[config.mk]
export PLATFORM = sky130hd
export DESIGN_NAME = sdi_device_flat
export DESIGN_NICKNAME = d
export VERILOG_FILES = /design/src/design/sdi_pkg.sv /design/src/design/sdi_link_if.sv /design/src/design/sdi_device.sv /design/src/flat_wrapper.sv
export VERILOG_INCLUDE_DIRS = /design/src /design/src/design
export SDC_FILE = /design/constraint.sdc
export NUM_CORES = 1
export LEC_CHECK = 0
export ABC_AREA = 1
export BUFFER_PORTS_ARGS = -buffer_cell sky130_fd_sc_hd__buf_2
export CAP_MARGIN = 5
export CORE_UTILIZATION = 30
export DETAILED_ROUTE_END_ITERATION = 10
export SLEW_MARGIN = 15
export SYNTH_ARGS = -nofsm -noshare
export SYNTH_HDL_FRONTEND = slang
export SYNTH_SLANG_ARGS = --single-unit
[constraint.sdc]
create_clock -name ref_clk -period 1.8 [get_ports ref_clk]
set_input_delay 0.36 -clock ref_clk [delete_from_list [all_inputs] [get_ports ref_clk]]
set_output_delay 0.36 -clock ref_clk [all_outputs]
set_load 0.005 [all_outputs]
[src/design/sdi_consts.svh]
`ifndef SDI_CONSTS_SVH
`define SDI_CONSTS_SVH
// Word layout, MSB first on the wire
`define SDI_WORD_BITS      16
`define SDI_MODE_HI_POS    15
`define SDI_MODE_LO_POS    14
`define SDI_CODE_MSB_POS   13
`define SDI_CODE_RESET     12'h000
`define SDI_MODE_RESET     2'h0
// Idle pin levels after reset: data low, clock high, frame high
`define SDI_PIN_IDLE       3'h3
// Falls counted before the last bit, and the count once a word is whole
`define SDI_LAST_BIT       5'h0F
`define SDI_WORD_CNT       5'h10
// Master serial clock divider: half period in ref_clk cycles
`define SDI_SCLK_HALF      4'h4
// Least frame select high time, ns, and cycles at 100 ns per cycle
`define SDI_FS_HIGH_NS     20
`define SDI_CLK_NS         100
`define SDI_FS_HIGH_CYC    ((`SDI_FS_HIGH_NS + `SDI_CLK_NS - 1) / `SDI_CLK_NS)
`endif

[src/design/sdi_pkg.sv]
package sdi_pkg;
    typedef logic [15:0] sdi_word_t;
    typedef logic [11:0] sdi_code_t;
    typedef enum logic [1:0] {
        SDI_MODE_NORMAL,
        SDI_MODE_PD_1K,
        SDI_MODE_PD_100K,
        SDI_MODE_PD_HIZ
    } sdi_mode_e;
    typedef enum logic [1:0] {
        SDI_RES_8,
        SDI_RES_10,
        SDI_RES_12
    } sdi_res_e;
endpackage : sdi_pkg

[src/design/sdi_link_if.sv]
`timescale 1ns/1ns
`default_nettype none
interface sdi_link_if;
    logic frame_n;
    logic sclk;
    logic sdata;
    modport master (output frame_n, output sclk, output sdata);
    modport device (input frame_n, input sclk, input sdata);
endinterface : sdi_link_if
`default_nettype wire

[src/design/sdi_device.sv]
`timescale 1ns/1ns
`default_nettype none
`include "sdi_consts.svh"
module sdi_device (
    input  wire logic          ref_clk,
    input  wire logic          arst_n,
    sdi_link_if.device         link,
    input  wire sdi_pkg::sdi_res_e res_sel,
    output logic [11:0]        dac_code,
    output sdi_pkg::sdi_mode_e dac_mode,
    output logic               update_pulse,
    output logic               abort_pulse
);
    ////////////////////////////////////////////////////////////////////////
    // Pin sampling: frame, clock and data each pass three flip-flops
    // A level counts once stages two and three agree; a one-cycle glitch is dropped
    // Costs three cycles of delay; the serial clock must stand high and low at least two cycles each
    // Index 0 frame select, 1 serial clock, 2 data
    localparam logic [2:0] PIN_IDLE = `SDI_PIN_IDLE;
    logic [2:0]            pin_raw;
    wire  [2:0]            pin_lvl_r;
    wire  [2:0]            pin_lvl_nxt;

    assign pin_raw = {link.sdata, link.sclk, link.frame_n};

    for (genvar g = 0; g < 3; g++) begin : g_pin
        logic [2:0] sync_r;
        logic [2:0] sync_nxt;
        logic       lvl_r;
        logic       lvl_nxt;

        // First stage is read by the second stage only
        always_comb begin
            sync_nxt = {sync_r[1:0], pin_raw[g]};
            if (sync_r[1] == sync_r[2]) begin
                lvl_nxt = sync_r[2];
            end else begin
                lvl_nxt = lvl_r;
            end
        end

        // Idle levels after reset, so no false edge follows it
        always_ff @(posedge ref_clk or negedge arst_n) begin
            if (!arst_n) begin
                sync_r <= {3{PIN_IDLE[g]}};
                lvl_r  <= PIN_IDLE[g];
            end else begin
                sync_r <= sync_nxt;
                lvl_r  <= lvl_nxt;
            end
        end

        assign pin_lvl_r[g]   = lvl_r;
        assign pin_lvl_nxt[g] = lvl_nxt;
    end

    ////////////////////////////////////////////////////////////////////////
    // Shift engine
    logic               fs_fall;
    logic               fs_rise;
    logic               ck_fall;
    logic               take_bit;
    logic               apply_word;
    logic               drop_word;
    logic [15:0]        word;
    logic [15:0]        shift_r;
    logic [15:0]        shift_nxt;
    logic [4:0]         cnt_r;
    logic [4:0]         cnt_nxt;
    logic               armed_r;
    logic               armed_nxt;

    assign fs_fall    = pin_lvl_r[0] & ~pin_lvl_nxt[0];
    assign fs_rise    = ~pin_lvl_r[0] & pin_lvl_nxt[0];
    assign ck_fall    = pin_lvl_r[1] & ~pin_lvl_nxt[1];
    // Frame edges win over a clock fall in the same cycle
    // Bits are taken only while armed inside a frame
    assign take_bit   = ~fs_fall & ~fs_rise & ~pin_lvl_r[0] & armed_r & ck_fall;
    assign apply_word = take_bit & (cnt_r == `SDI_LAST_BIT);
    assign drop_word  = fs_rise & armed_r & (cnt_r != `SDI_WORD_CNT);
    assign word       = {shift_r[14:0], pin_lvl_nxt[2]};

    always_comb begin
        shift_nxt = shift_r;
        cnt_nxt   = cnt_r;
        armed_nxt = armed_r;
        if (fs_fall) begin
            armed_nxt = 1'b1;
            cnt_nxt   = 5'h00;
            shift_nxt = 16'h0000;
        end else if (fs_rise) begin
            shift_nxt = 16'h0000;
            cnt_nxt   = 5'h00;
            armed_nxt = 1'b0;
        end else if (take_bit) begin
            shift_nxt = word;
            cnt_nxt   = cnt_r + 5'h01;
            if (apply_word) begin
                // Later clock falls are ignored until the next frame fall
                armed_nxt = 1'b0;
            end
        end
    end

    always_ff @(posedge ref_clk or negedge arst_n) begin
        if (!arst_n) begin
            shift_r <= 16'h0000;
            cnt_r   <= 5'h00;
            armed_r <= 1'b0;
        end else begin
            shift_r <= shift_nxt;
            cnt_r   <= cnt_nxt;
            armed_r <= armed_nxt;
        end
    end

    ////////////////////////////////////////////////////////////////////////
    // Applied code and mode stand until the next complete word
    logic [11:0]        code_r;
    logic [11:0]        code_nxt;
    sdi_pkg::sdi_mode_e mode_r;
    sdi_pkg::sdi_mode_e mode_nxt;

    // A cut frame never reaches here, so it leaves both untouched
    always_comb begin
        code_nxt = code_r;
        mode_nxt = mode_r;
        if (apply_word) begin
            mode_nxt = sdi_pkg::sdi_mode_e'({word[`SDI_MODE_HI_POS],
                                              word[`SDI_MODE_LO_POS]});
            // Mode change never touches the code path
            case (res_sel)
                sdi_pkg::SDI_RES_8: begin
                    code_nxt = {4'h0, word[`SDI_CODE_MSB_POS -: 8]};
                end
                sdi_pkg::SDI_RES_10: begin
                    code_nxt = {2'h0, word[`SDI_CODE_MSB_POS -: 10]};
                end
                sdi_pkg::SDI_RES_12: begin
                    code_nxt = word[`SDI_CODE_MSB_POS -: 12];
                end
                default: begin
                    code_nxt = word[`SDI_CODE_MSB_POS -: 12];
                end
            endcase
        end
    end

    always_ff @(posedge ref_clk or negedge arst_n) begin
        if (!arst_n) begin
            code_r <= `SDI_CODE_RESET;
            mode_r <= sdi_pkg::SDI_MODE_NORMAL;
        end else begin
            code_r <= code_nxt;
            mode_r <= mode_nxt;
        end
    end

    ////////////////////////////////////////////////////////////////////////
    // One-cycle event pulses
    logic               upd_r;
    logic               upd_nxt;
    logic               abt_r;
    logic               abt_nxt;

    // Abort also pulses for a frame with no clock falls at all
    always_comb begin
        upd_nxt = 1'b0;
        abt_nxt = 1'b0;
        if (apply_word) begin
            upd_nxt = 1'b1;
        end
        if (drop_word) begin
            abt_nxt = 1'b1;
        end
    end

    always_ff @(posedge ref_clk or negedge arst_n) begin
        if (!arst_n) begin
            upd_r <= 1'b0;
            abt_r <= 1'b0;
        end else begin
            upd_r <= upd_nxt;
            abt_r <= abt_nxt;
        end
    end

    assign dac_code     = code_r;
    assign dac_mode     = mode_r;
    assign update_pulse = upd_r;
    assign abort_pulse  = abt_r;
endmodule : sdi_device
`default_nettype wire

[src/flat_wrapper.sv]
// flat-port wrapper written by rule: the top's interface ports become plain ports
module sdi_device_flat 
  (ref_clk, arst_n, res_sel, dac_code, dac_mode, update_pulse, abort_pulse, link_frame_n, link_sclk, link_sdata);
  sdi_link_if link_i ();
  input  wire logic ref_clk;
  input  wire logic arst_n;
  input  wire sdi_pkg::sdi_res_e res_sel;
  output logic [11:0] dac_code;
  output sdi_pkg::sdi_mode_e dac_mode;
  output logic update_pulse;
  output logic abort_pulse;
  input wire logic [$bits(link_i.frame_n)-1:0] link_frame_n;
  input wire logic [$bits(link_i.sclk)-1:0] link_sclk;
  input wire logic [$bits(link_i.sdata)-1:0] link_sdata;
  assign link_i.frame_n = link_frame_n;
  assign link_i.sclk = link_sclk;
  assign link_i.sdata = link_sdata;
  sdi_device u_core (.ref_clk(ref_clk), .arst_n(arst_n), .link(link_i), .res_sel(res_sel), .dac_code(dac_code), .dac_mode(dac_mode), .update_pulse(update_pulse), .abort_pulse(abort_pulse));
endmodule
==> Word level (Yosys, flattened, before mapping) <==
Index checks and enable logic that the tools add are counted.
{ "op_classes": {"reduce_logical": 4, "addsub": 1, "eq_ne": 6, "mux": 16, "bitwise": 15} }
{ "op_table": {"columns": ["op", "n"], "rows": [
  ["2-to-1 mux 15 bit", 3],
  ["one-hot mux 12 bit (2 select lines)", 1],
  ["2-to-1 mux 5 bit", 3],
  ["bitwise AND 1 bit", 10],
  ["2-to-1 mux 1 bit", 9],
  ["nonzero test 3 bit", 2],
  ["adder 5 x 1 -> 5 bit, second input constant", 1],
  ["== test 5 x 4 -> 1 bit, second input constant", 1],
  ["inequality test 5 bit, second input constant", 1],
  ["inverter 1 bit", 5],
  ["== test 1 bit", 3],
  ["== test 2 x 1 -> 1 bit, second input constant", 1],
  ["logical NOT 2 bit", 1],
  ["AND reduction 2 bit", 1]
]} }
{ "totals": {"regBits": 49, "output_inout_bits": 16, "input_bits": 7, "word_cells": 55} }

==> Longest topological paths before layout <==
Gate-level depths: netlist of run 1.
{ "depth": {"depth_word": 14, "ltp_mapped": 9, "depth_no_buf": 8} }

==> Least setup slack after synthesis of run 1 <==
Ideal clock, no wire load.
{ "synth_timing": {"path_kind": "flip-flop to flip-flop", "from": "register u_core.cnt_r[0]", "to": "register u_core.code_r[7] (netlist: u_core.dac_code[7])", "path_slack_ns": 0.410, "required_ns": 1.684, "arrival_time_ns": 1.273, "setup_ns": 0.116, "path_stages_with_launch": 10, "period_less_slack_ns": 1.390, "n_path_buf": 1, "path_cell_list": "dfrtp_1 ha_1 nand2_1 nor2_1 ha_1 nand2_4 inv_2 buf_6 nand2_1 nand2_1"} }
{ "synth_between": {"elab_chain_cells": 2} }
{ "synth_rtl": {"columns": ["element", "line_no", "text"], "rows": [
  ["start: declaration", "sdi_device.sv:68", "logic [4:0] cnt_r;"],
  ["start signal: assignment", "sdi_device.sv:112", "cnt_r <= cnt_nxt;"],
  ["== test 5 x 4 -> 1 bit (no line)", null, null],
  ["bitwise AND 1 bit", "sdi_device.sv:79", "assign apply_word = take_bit & (cnt_r == `SDI_LAST_BIT);"],
  ["named net u_core.apply_word", "sdi_device.sv:63", "logic apply_word;"],
  ["end signal: assignment", "sdi_device.sv:151", "code_r <= `SDI_CODE_RESET;"],
  ["end signal: assignment", "sdi_device.sv:154", "code_r <= code_nxt;"],
  ["end: declaration", "sdi_device.sv:119", "logic [11:0] code_r;"]
]} }
The timed path passes the listed nets, and every way through them passes these cells.
A chain may end at the register's enable or synchronous reset.

==> Final worst setup path of run 1 <==
{ "layout_timing": {"from": "register u_core.cnt_r[0]", "to": "register u_core.code_r[3] (netlist: u_core.dac_code[3])"} }
{ "layout_between": {"elab_chain_cells": 2} }
{ "layout_rtl": {"columns": ["element", "line_no"], "rows": [
  ["== test 5 x 4 -> 1 bit (no line)", null],
  ["bitwise AND 1 bit", "sdi_device.sv:79"]
]} }
Every way passes these cells.

==> impl_metrics.csv, run 1 <==
group,metric,value,unit
outcome,run_status,"finished clean",
global_routing,grt.total_usage,12.0,%
setup_path,reg2regPathDepth,8,
timing,fin_crit,1560,ps
cts,cts_tree,"yes",
cells_and_area,utilization,36.5,%
timing,tightestPinTransition,464,ps
cts,cts_buffers,5,
setup_path,r2r_setup_slack,240,ps
timing,max_slew_margin,68.9,%
synthesis,ys_seq_elements,49,
drt,route.detailed.drc,0,
place,gp_congestion,0.742,
place,port_buffers,22,
worst_hold_path,hp-class,"in2reg",
cts,clock_latency,310,ps
power_and_ir_drop,vdd_drop_max,0.259,mV
synthesis,yosysTopAreaCellShare,49.5,%
drt,vias,1486,
synthesis,synthesis.area,2070,um^2
floorplan,dieHeight,85.1,um
run,cap_viol_max_count,0,
timing,setup_viol,0,
setup_path,crit_slowest_cell,"dfrtp_1",
synthesis,ys.flop_type,"dfrtp_1",
cts,ctsRootBufferMaster,"clkbuf_8",
setup_path,cp-end-kind,"flop",
cells_and_area,diodes,0,
timing,skew,12.4,ps
floorplan,coreArea,6490,um^2
drt,drt-initial-drc-count,91,
synthesis,synth_fp_nets,240,
global_routing,first_global_vias,1465,
drt,vias_per_cell,4.44,
timing,rsz0062_at_grt,"false",
global_routing,grt_first_pass_wirelength,6690,um
synthesis,synth_edf_count,0,
synthesis,synth_area_leaders,"dfrtp_1 (50%), nand2_1 (20%), dfstp_2 (10%), inv_1 (3.4%), nand3_1 (2.2%)",
cts,clock_sinks,49,
setup_path,path_common_cell,"nand2_1",
timing,fin_crit_sh,86.8,%
power_and_ir_drop,p_leak,1.16,nW
synthesis,synth_top_cell_by_area,"dfrtp_1",
timing,fmax,640,MHz
floorplan,die_area,7240,um^2
setup_path,critPathRequiredTime,1990,ps
synthesis,synth_cell_types,27,
timing,drv_slew,0,
drt,drt-pass1-iter-count,4,
cts,clk_pin_slew,90,ps
synthesis,avgSynthCellArea,9.01,um^2
synthesis,ys_seq_area_share,59.7,%
cells_and_area,fillers,661,
cells_and_area,final_layout_size_suffix_gt1_share,18.6,%
setup_path,startpoint_type,"flop",
drt,wl_per_cell,11.3,um
timing,timing.setup.tns,0,ps
floorplan,initial_core_util,31.9,%
floorplan,io_pins,23,
place,post_dp_cell_area,2270,um^2
cts,clock_path_buffers,2,
global_routing,gr-total-overflow,0,
cts,ctsResizeCount,0,
setup_path,crit_path_start,"u_core.cnt_r[0]",
setup_path,cp.arrival,1750,ps
power_and_ir_drop,p_total,1.92,mW
synthesis,yosys_warnings,0,
cells_and_area,stdcell_area,2370,um^2
floorplan,die_w,85.1,um
setup_path,endpoint,"u_core.dac_code[3]",
power_and_ir_drop,power.density,811,nW/um^2
place,post-dp-hpwl,2610,um
setup_path,timing.rr.end,"u_core.dac_code[3]",
global_routing,antenna_found_initial,0,
global_routing,grt_max_degree,33,
drt,antenna_left,0,
setup_path,worstReg2RegStart,"u_core.cnt_r[0]",
cells_and_area,nets,267,
synthesis,synthCells,230,
setup_path,cp_max_fo,19,
floorplan,rows,29,
setup_path,max_stage_delay,420,ps
timing,hold_viol,0,
synthesis,async_flop_share,100,%
setup_path,critPathKind,"reg2reg",
drt,drt_wl_total,3770,um
setup_path,crit_chain,"ha_1 > nand2_1 > nor2_1 > ha_1 > nand2_4 > inv_2 > nand2_1 > nand2_1",
worst_hold_path,hold_start,"link_frame_n",
cts,h-tree-depth,2,
cells_and_area,syn2layout_area_growth,14.4,%
-- metrics by stage --
step | hold slack [ps] | instances | setup WS (ps)
2_1_floorplan | 64.4 | 230 | 410
3_3_place_gp | 332 | 326 | 278
3_5_place_dp | 329 | 326 | 252
4_1_cts | 128 | 335 | 223
5_1_grt | 116 | 335 | 109
6_report | 140 | 335 | 237
-- how the worst min path moves through the flow --
stage | end | slack [ps] | cells past startpoint
2_1_floorplan | u_core.abort_pulse | 60 | 0
3_3_place_gp | u_core.cnt_r[3] | 330 | 1
3_5_place_dp | u_core.cnt_r[3] | 330 | 1
4_1_cts | u_core.g_pin[0].sync_r[0] | 130 | 1
5_1_grt | u_core.g_pin[0].sync_r[0] | 120 | 1
6_report | u_core.g_pin[0].sync_r[0] | 140 | 1
-- power by group --
group	leakage [nW]	switching (mW)	internal, mW	total, mW
clock network	0.0374	0.369	0.274	0.643
registers	0.582	0.0216	1.14	1.16
logic	0.536	0.0807	0.0395	0.120
-- critical path, delay by kind of cell (launching register included) --
| kind | cells | cell delay [ps] |
|---|---|---|
| fa+ha+maj | 2 | 420 |
| buf+inv | 1 | 150 |
| flops | 1 | 420 |
| simple gates | 5 | 460 |
-- cell type report --
cell class	count	area, um^2	area share, %
clock inverters	2	15.0	0.633
multi-input cells	154	717	30.2
repair buffers	26	155	6.54
well taps	77	96.3	4.06
flip-flops and latches	49	1240	52.1
clock buffers	6	72.6	3.06
inverters	21	78.8	3.32
-- repair_timing --
item,CTS,global route
endpoints found under the hold margin,9,0
buffers inserted,0,0
hold buffers,1,0
-- metal layers --
metal / share of wire, % / up-vias / GRT usage [%]
met3: 4.3 / 6 / 3.70
met5: 0 / - / 0
li1: - / 765 / -
met4: 2.3 / 0 / 6.47
met2: 44 / 26 / 18.3
met1: 49 / 689 / 15.2
-- synthesized netlist by cell type (2+ instances only) --
cell,count
o21ai_0,9
maj3_1,2
ha_1,3
nor2_1,6
nand2_1,108
o22ai_1,2
inv_2,2
o21ai_1,3
buf_2,2
dfrtp_1,41
inv_1,19
buf_4,2
o211ai_1,2
nand3_1,9
dfstp_2,8
-- cell families after synthesis --
| kind of cell | Yosys count | share of synthesized area (%) |
|---|---|---|
| and+or+nand+nor | 131 | 26.9 |
| DFF | 49 | 59.7 |
| buffers and inverters | 27 | 5.74 |
| AOI/OAI and AO/OA | 18 | 4.89 |
| adders and majority gates | 5 | 2.78 |
-- sequential cells by signal (all words and copies together) (netlist names) --
name,count
u_core.shift_r,15
u_core.dac_code,12
u_core.g_pin.sync_r,9
u_core.cnt_r,5
u_core.g_pin.lvl_r,3
u_core.dac_mode,2
u_core.abort_pulse,1
u_core.armed_r,1
u_core.update_pulse,1
-- placed cells by master, fill, tap and decap left out, types with 2 or more instances in the layout --
cell type   count
ha_1            3
dfrtp_1        41
dfstp_2         8
clkinvlp_4      2
buf_4           2
o21ai_1         3
inv_1          19
o211ai_1        2
nand3_1         9
o21ai_0         9
clkbuf_8        5
nand2_1       108
inv_2           2
nor2_1          6
o22ai_1         2
maj3_1          2
buf_2          22
No activity file was read; power rests on OpenSTA's default activity.
==> run 2: changes to the inputs <==
Settings changed: ABC_AREA 1 to 0.
==> run 2 against run 1 <==
Against the previous run:
- worst setup slack worse by 220 ps
- highest routed layer unchanged
- sequential power hardly changed
- maximum frequency is 12% lower
==> impl_metrics.csv, run 2 <==
group,metric,value,unit
floorplan,die_area,8030,um^2
global_routing,grt.total_usage,13.1,%
setup_path,cp_num_cells,5,
power_and_ir_drop,p_leak,1.25,nW
setup_path,cp_max_fo,7,
timing,rsz0062_at_grt,"true",
global_routing,first_global_vias,1676,
floorplan,coreArea,7330,um^2
floorplan,initial_core_util,31.4,%
setup_path,crit_slowest_cell,"dfstp_2",
timing,hold_viol,0,
global_routing,grt_first_pass_wirelength,7940,um
setup_path,crit_path_start,"u_core.g_pin[1].lvl_r",
synthesis,post-synth-top-count-cell,"dfrtp_1",
power_and_ir_drop,p_int,1.56,mW
cells_and_area,regMostFlops,"u_core.shift_r",
place,port_buffers,22,
cts,clock_path_buffers,2,
setup_path,crit_chain,"nand4bb_1 > nor4b_4 > buf_6 > clkbuf_16 > mux2_4",
drt,antenna_left,0,
synthesis,synthCells,213,
setup_path,critPathRequiredTime,1980,ps
setup_path,crit_buf_inv,2,
timing,fin_crit,1790,ps
timing,max_slew_margin,66.4,%
cts,cts_tree,"yes",
setup_path,cp.arrival,1970,ps
synthesis,synth_edf_count,0,
drt,drt-pass1-iter-count,7,
run,cap_viol_max_count,0,
setup_path,reg2regPathDepth,5,
cells_and_area,final_layout_size_suffix_gt1_share,32.3,%
synthesis,ys.flop_type,"dfrtp_1",
synthesis,avgSynthCellArea,10.8,um^2
synthesis,async_flop_share,100,%
timing,setup_viol,0,
synthesis,yosysTopAreaCellShare,44.6,%
power_and_ir_drop,power.density,726,nW/um^2
drt,drt_wl_total,5010,um
cts,clock_sinks,49,
cells_and_area,syn2layout_area_growth,24.4,%
cells_and_area,stdcell_area,2860,um^2
floorplan,die_w,89.6,um
setup_path,max_stage_delay,550,ps
cts,clk_pin_slew,90,ps
drt,wl_per_cell,14.3,um
drt,vias,1755,
cts,ctsRootBufferMaster,"clkbuf_8",
synthesis,synthesis.area,2300,um^2
synthesis,synth_fp_nets,223,
floorplan,rows,31,
cells_and_area,utilization,39.1,%
synthesis,synth_area_leaders,"dfrtp_1 (45%), dfstp_2 (9.1%), mux2_4 (4.6%), mux2i_1 (4.3%), a21oi_1 (4.1%)",
global_routing,grt_max_degree,23,
synthesis,ys_seq_elements,49,
power_and_ir_drop,p_total,2.08,mW
setup_path,worstReg2RegStart,"u_core.g_pin[1].lvl_r",
synthesis,synth_cell_types,36,
cells_and_area,final_common_cell,"dfrtp_1",
global_routing,antenna_found_initial,0,
place,post-dp-hpwl,3450,um
cts,cts_buffers,5,
place,gp_congestion,0.773,
cells_and_area,diodes,0,
cells_and_area,largest_register_ff_count,15,
setup_path,startpoint_type,"flop",
outcome,run_status,"finished clean",
synthesis,synthTopCellsByCount,"dfrtp_1 (41), nand2_1 (24), a21oi_1 (19), o21ai_0 (19), clkbuf_1 (12)",
worst_hold_path,hp-class,"in2async",
power_and_ir_drop,pwr-share-clk,31.4,%
synthesis,yosys_warnings,0,
drt,drt-initial-drc-count,85,
power_and_ir_drop,sequentialPowerShare,56.8,%
floorplan,io_pins,23,
setup_path,critPathTopFamily,"flip-flops",
floorplan,dieHeight,89.6,um
cells_and_area,nets,261,
setup_path,cp-end-kind,"flop",
timing,skew,8.34,ps
power_and_ir_drop,combPwrFrac,11.8,%
setup_path,critPathKind,"reg2reg",
synthesis,ys_seq_area_share,53.7,%
cts,h-tree-depth,2,
timing,tightestPinTransition,504,ps
power_and_ir_drop,switching_share,25.1,%
cells_and_area,mostFrequentLayoutCells,"dfrtp_1 (41), nand2_1 (24), buf_2 (22)",
cts,clock_latency,300,ps
drt,route.detailed.drc,0,
power_and_ir_drop,vdd_drop_max,0.331,mV
synthesis,synth_top_cell_by_area,"dfrtp_1",
global_routing,gr-total-overflow,0,
cts,hold_buffers,0,
place,post_dp_cell_area,2640,um^2
timing,fin_crit_sh,99.2,%
power_and_ir_drop,switching_power,522,uW
timing,drv_slew,0,
timing,fmax,560,MHz
drt,vias_per_cell,5.01,
## run 2: cell count changes in the layout (fill, tap and decap cells not counted), moves of 3 or more
cell       delta
nor3_1        +9
inv_1        -11
a21oi_1      +18
buf_6         +3
nor2_1        -3
o21ai_1       -3
a2111oi_1     +6
o21ai_0      +10
nand2_1      -84
mux2i_1      +10
mux2_4       +11
buf_4        +15
## run 2: cell type report
class | count | area [um^2]
timing repair buffer | 46 | 357
clock buffer | 7 | 86.3
inverter | 8 | 30.0
multi-input combinational | 141 | 1030
sequential | 49 | 1240
fill | 735 | 4470
tap | 99 | 124
## run 2: final timing paths
path	endpoint	slack, ps
max	u_core.dac_code[7]	10
min	u_core.shift_r[2]	20
max reg2reg	u_core.dac_code[7]	10
min reg2reg	u_core.g_pin[1].sync_r[1]	350
max in group asynchronous	u_core.shift_r[14]	1260
min in group ref_clk	u_core.g_pin[0].sync_r[0]	160
## run 2: routing by layer
| metal | up-vias | GRT usage, % | share of wire [%] |
|---|---|---|---|
| li1 | 843 | - | - |
| met1 | 875 | 17.5 | 49 |
| met2 | 31 | 21.0 | 46 |
| met3 | 6 | 3.11 | 3.5 |
| met4 | 0 | 4.04 | 1.1 |
| met5 | - | 0 | 0 |
## run 2: power by group through the flow
| stage | clock network (mW) | registers, mW | logic [mW] |
|---|---|---|---|
| 2_1_floorplan | 0 | 1.20 | 0.120 |
| 3_3_place_gp | 0 | 1.20 | 0.223 |
| 3_5_place_dp | 0 | 1.20 | 0.229 |
| 4_1_cts | 0.674 | 1.18 | 0.229 |
| 5_1_grt | 0.721 | 1.19 | 0.272 |
| 6_report | 0.653 | 1.18 | 0.244 |
## run 2: logic make-up after synthesis
| family | count (synthesis) | share of synthesized area, % |
|---|---|---|
| AND/OR/NAND/NOR | 57 | 12.9 |
| buffers and inverters | 23 | 4.18 |
| AO/OA/AOI/OAI | 56 | 14.9 |
| adder cells (fa/ha/maj) | 6 | 2.99 |
| flip-flops | 49 | 53.7 |
| multiplexers | 22 | 11.4 |
## run 2: metrics by stage
step / hold WS, ps / cells / setup WS [ps] / TNS, ps
after floorplan: 64.4 / 213 / -22.5 / -157
after global placement: 335 / 338 / 60.3 / 0
after detailed placement: 347 / 338 / -32.7 / -32.7
after CTS: 30.0 / 345 / -5.22 / -12.8
after global routing: 47.7 / 350 / -29.1 / -216
final: 23.0 / 350 / 13.8 / 0
## run 2: worst reg2reg max path: stages, from the launching register on
cell,delay (ps)
dfstp_2,550
nand4bb_1,220
nor4b_4,290
buf_6,170
clkbuf_16,150
mux2_4,300
## run 2: what timing repair did
action                     CTS  global route
resized for setup            0            21
pin swaps                    0             0
cloned                       0             1
setup buffers                0             4
setup endpoints to repair    4            20
==> run 3: changes to the inputs <==
Settings changed: CORE_MARGIN from default to 10.
==> run 3 against run 2 <==
Against the previous run:
- clock skew grew 1.1 ps
- largest power group unchanged
- largest cell class unchanged
- worst hold slack lost 1.2 ps
- critical endpoint is now u_core.dac_code[0]
- flip-flop and latch count stayed put
- non-clock buffer count is 7 lower
==> impl_metrics.csv, run 3 (same netlist as run 2, synthesis figures left out) <==
group,metric,value,unit
place,post-dp-hpwl,3200,um
cts,clock_latency,310,ps
cells_and_area,syn2layout_area_growth,21.0,%
drt,vias,1722,
cts,hold_buffers,0,
cells_and_area,nets,254,
drt,wl_per_cell,14.6,um
timing,hold_viol,0,
setup_path,critPathTopFamily,"flip-flops",
cts,clock_path_buffers,2,
global_routing,first_global_vias,1648,
cts,cts_buffers,5,
power_and_ir_drop,switching_power,541,uW
floorplan,dieHeight,108,um
setup_path,crit_buf_inv,2,
timing,timing.setup.tns,0,ps
setup_path,critPathRequiredTime,2000,ps
setup_path,crit_slowest_cell,"dfrtp_1",
power_and_ir_drop,switching_share,25.5,%
global_routing,grt_max_degree,50,
power_and_ir_drop,pwr-share-clk,33.9,%
worst_hold_path,hp-class,"in2async",
timing,drv_slew,0,
timing,setup_viol,0,
global_routing,antenna_found_initial,0,
setup_path,cp_max_fo,7,
timing,hold-worst-slack,21.8,ps
cts,cts_tree,"yes",
drt,drt_wl_total,5010,um
power_and_ir_drop,combPwrFrac,10.3,%
timing,tightestPinTransition,382,ps
place,gp_congestion,0.748,
setup_path,r2r_setup_slack,40,ps
power_and_ir_drop,p_int,1.58,mW
timing,fin_crit_sh,98.0,%
place,post_dp_cell_area,2600,um^2
drt,drt-initial-drc-count,142,
cells_and_area,stdcell_area,2790,um^2
setup_path,max_stage_delay,360,ps
cells_and_area,largest_register_ff_count,15,
floorplan,die_area,11600,um^2
setup_path,startpoint_type,"flop",
power_and_ir_drop,power.density,762,nW/um^2
drt,route.detailed.drc,0,
global_routing,grt.total_usage,8.66,%
global_routing,gr-total-overflow,0,
drt,antenna_left,0,
setup_path,cp-end-kind,"flop",
setup_path,crit_chain,"ha_2 > and3_4 > ha_4 > nor4b_4 > buf_4 > buf_12 > mux2_2",
place,port_buffers,22,
timing,rsz0062_at_grt,"true",
outcome,run_status,"finished clean",
power_and_ir_drop,p_leak,1.22,nW
timing,fin_crit,1760,ps
cts,clk_pin_slew,90,ps
floorplan,rows,31,
cells_and_area,final_layout_size_suffix_gt1_share,31.0,%
setup_path,cp.arrival,1970,ps
setup_path,critPathKind,"reg2reg",
timing,max_slew_margin,73.9,%
floorplan,io_pins,23,
timing,skew,9.44,ps
cells_and_area,regMostFlops,"u_core.shift_r",
floorplan,initial_core_util,31.2,%
drt,drt-pass1-iter-count,4,
cts,h-tree-depth,2,
timing,fmax,567,MHz
power_and_ir_drop,vdd_drop_max,0.436,mV
cells_and_area,final_common_cell,"dfrtp_1",
floorplan,die_w,108,um
cts,ctsRootBufferMaster,"clkbuf_8",
run,cap_viol_max_count,0,
global_routing,grt_first_pass_wirelength,8230,um
floorplan,coreArea,7370,um^2
cells_and_area,diodes,0,
power_and_ir_drop,sequentialPowerShare,55.8,%
drt,vias_per_cell,5.01,
cells_and_area,mostFrequentLayoutCells,"dfrtp_1 (41), nand2_1 (24), buf_2 (22)",
cts,clock_sinks,49,
run 3: changes by cell type in the layout (fill, tap and decap cells not counted):
| cell | delta |
|---|---|
| a2111oi_1 | -3 |
| buf_6 | -2 |
| clkbuf_8 | +1 |
| mux2_4 | -3 |
| buf_4 | -4 |
| and3b_1 | -1 |
| a2111oi_2 | -1 |
| and3b_2 | +1 |
| mux2_2 | +3 |
| clkinv_2 | +1 |
| a2111oi_0 | +4 |
| buf_12 | -1 |
| clkbuf_1 | -1 |
run 3: layout make-up:
cell class / count / area (um^2)
Fill cell: 732 / 4580
Sequential cell: 49 / 1240
Multi-Input combinational cell: 141 / 1010
Timing Repair Buffer: 39 / 284
Tap cell: 99 / 124
Clock buffer: 7 / 96.3
Inverter: 8 / 30.0
Clock inverter: 1 / 5.00
run 3: worst paths after layout:
| path | startpoint | endpoint | depth (start not counted) |
|---|---|---|---|
| setup / recovery | u_core.cnt_r[1] | u_core.dac_code[0] | 7 |
| hold / removal | arst_n | u_core.dac_code[10] | 2 |
| setup reg to reg | u_core.cnt_r[1] | u_core.dac_code[0] | 7 |
| hold reg to reg | u_core.g_pin[2].sync_r[0] | u_core.g_pin[2].sync_r[1] | 0 |
| max in group asynchronous | arst_n | u_core.g_pin[0].lvl_r | 2 |
| min in group ref_clk | link_frame_n | u_core.g_pin[0].sync_r[0] | 1 |
run 3: what timing repair did:
item,CTS,global route
cloned,0,1
gates resized for setup,0,12
endpoints found under the setup margin,4,20
pin swaps,0,1
buffers inserted,1,2
run 3: worst register-to-register path, delay by kind of cell, from the launching register on:
kind                     cells  cell delay [ps]
adder cells (fa/ha/maj)      2              310
buffers and inverters        2              310
flip-flops                   1              360
multiplexers                 1              320
AND/OR/NAND/NOR              2              350
run 3: power groups by stage:
stage               registers (mW)  clock network [mW]  logic [mW]
CTS                           1.18               0.741       0.213
finish                        1.19               0.719       0.219
global placement              1.20                   0       0.208
global route                  1.19               0.770       0.246
floorplan                     1.20                   0       0.120
detailed placement            1.21                   0       0.212
run 3: through the flow:
stage | std cells | setup WS (ps) | utilization [%] | total power, mW
6_report | 344 | 36.3 | 37.8 | 2.12
3_5_place_dp | 332 | 10.4 | 35.3 | 1.42
4_1_cts | 341 | -2.05 | 36.7 | 2.14
5_1_grt | 344 | -45.4 | 37.8 | 2.21
3_3_place_gp | 332 | 9.16 | 35.3 | 1.41
2_1_floorplan | 213 | -22.5 | - | 1.32
run 3: metal layers:
layer  vias up  part of all wire (%)  track usage [%]
li1        830                     -                -
met1       846                    50             11.6
met2        37                    42             12.7
met3         9                   6.3             2.81
met4         0                   1.4             3.15
met5         -                     0                0
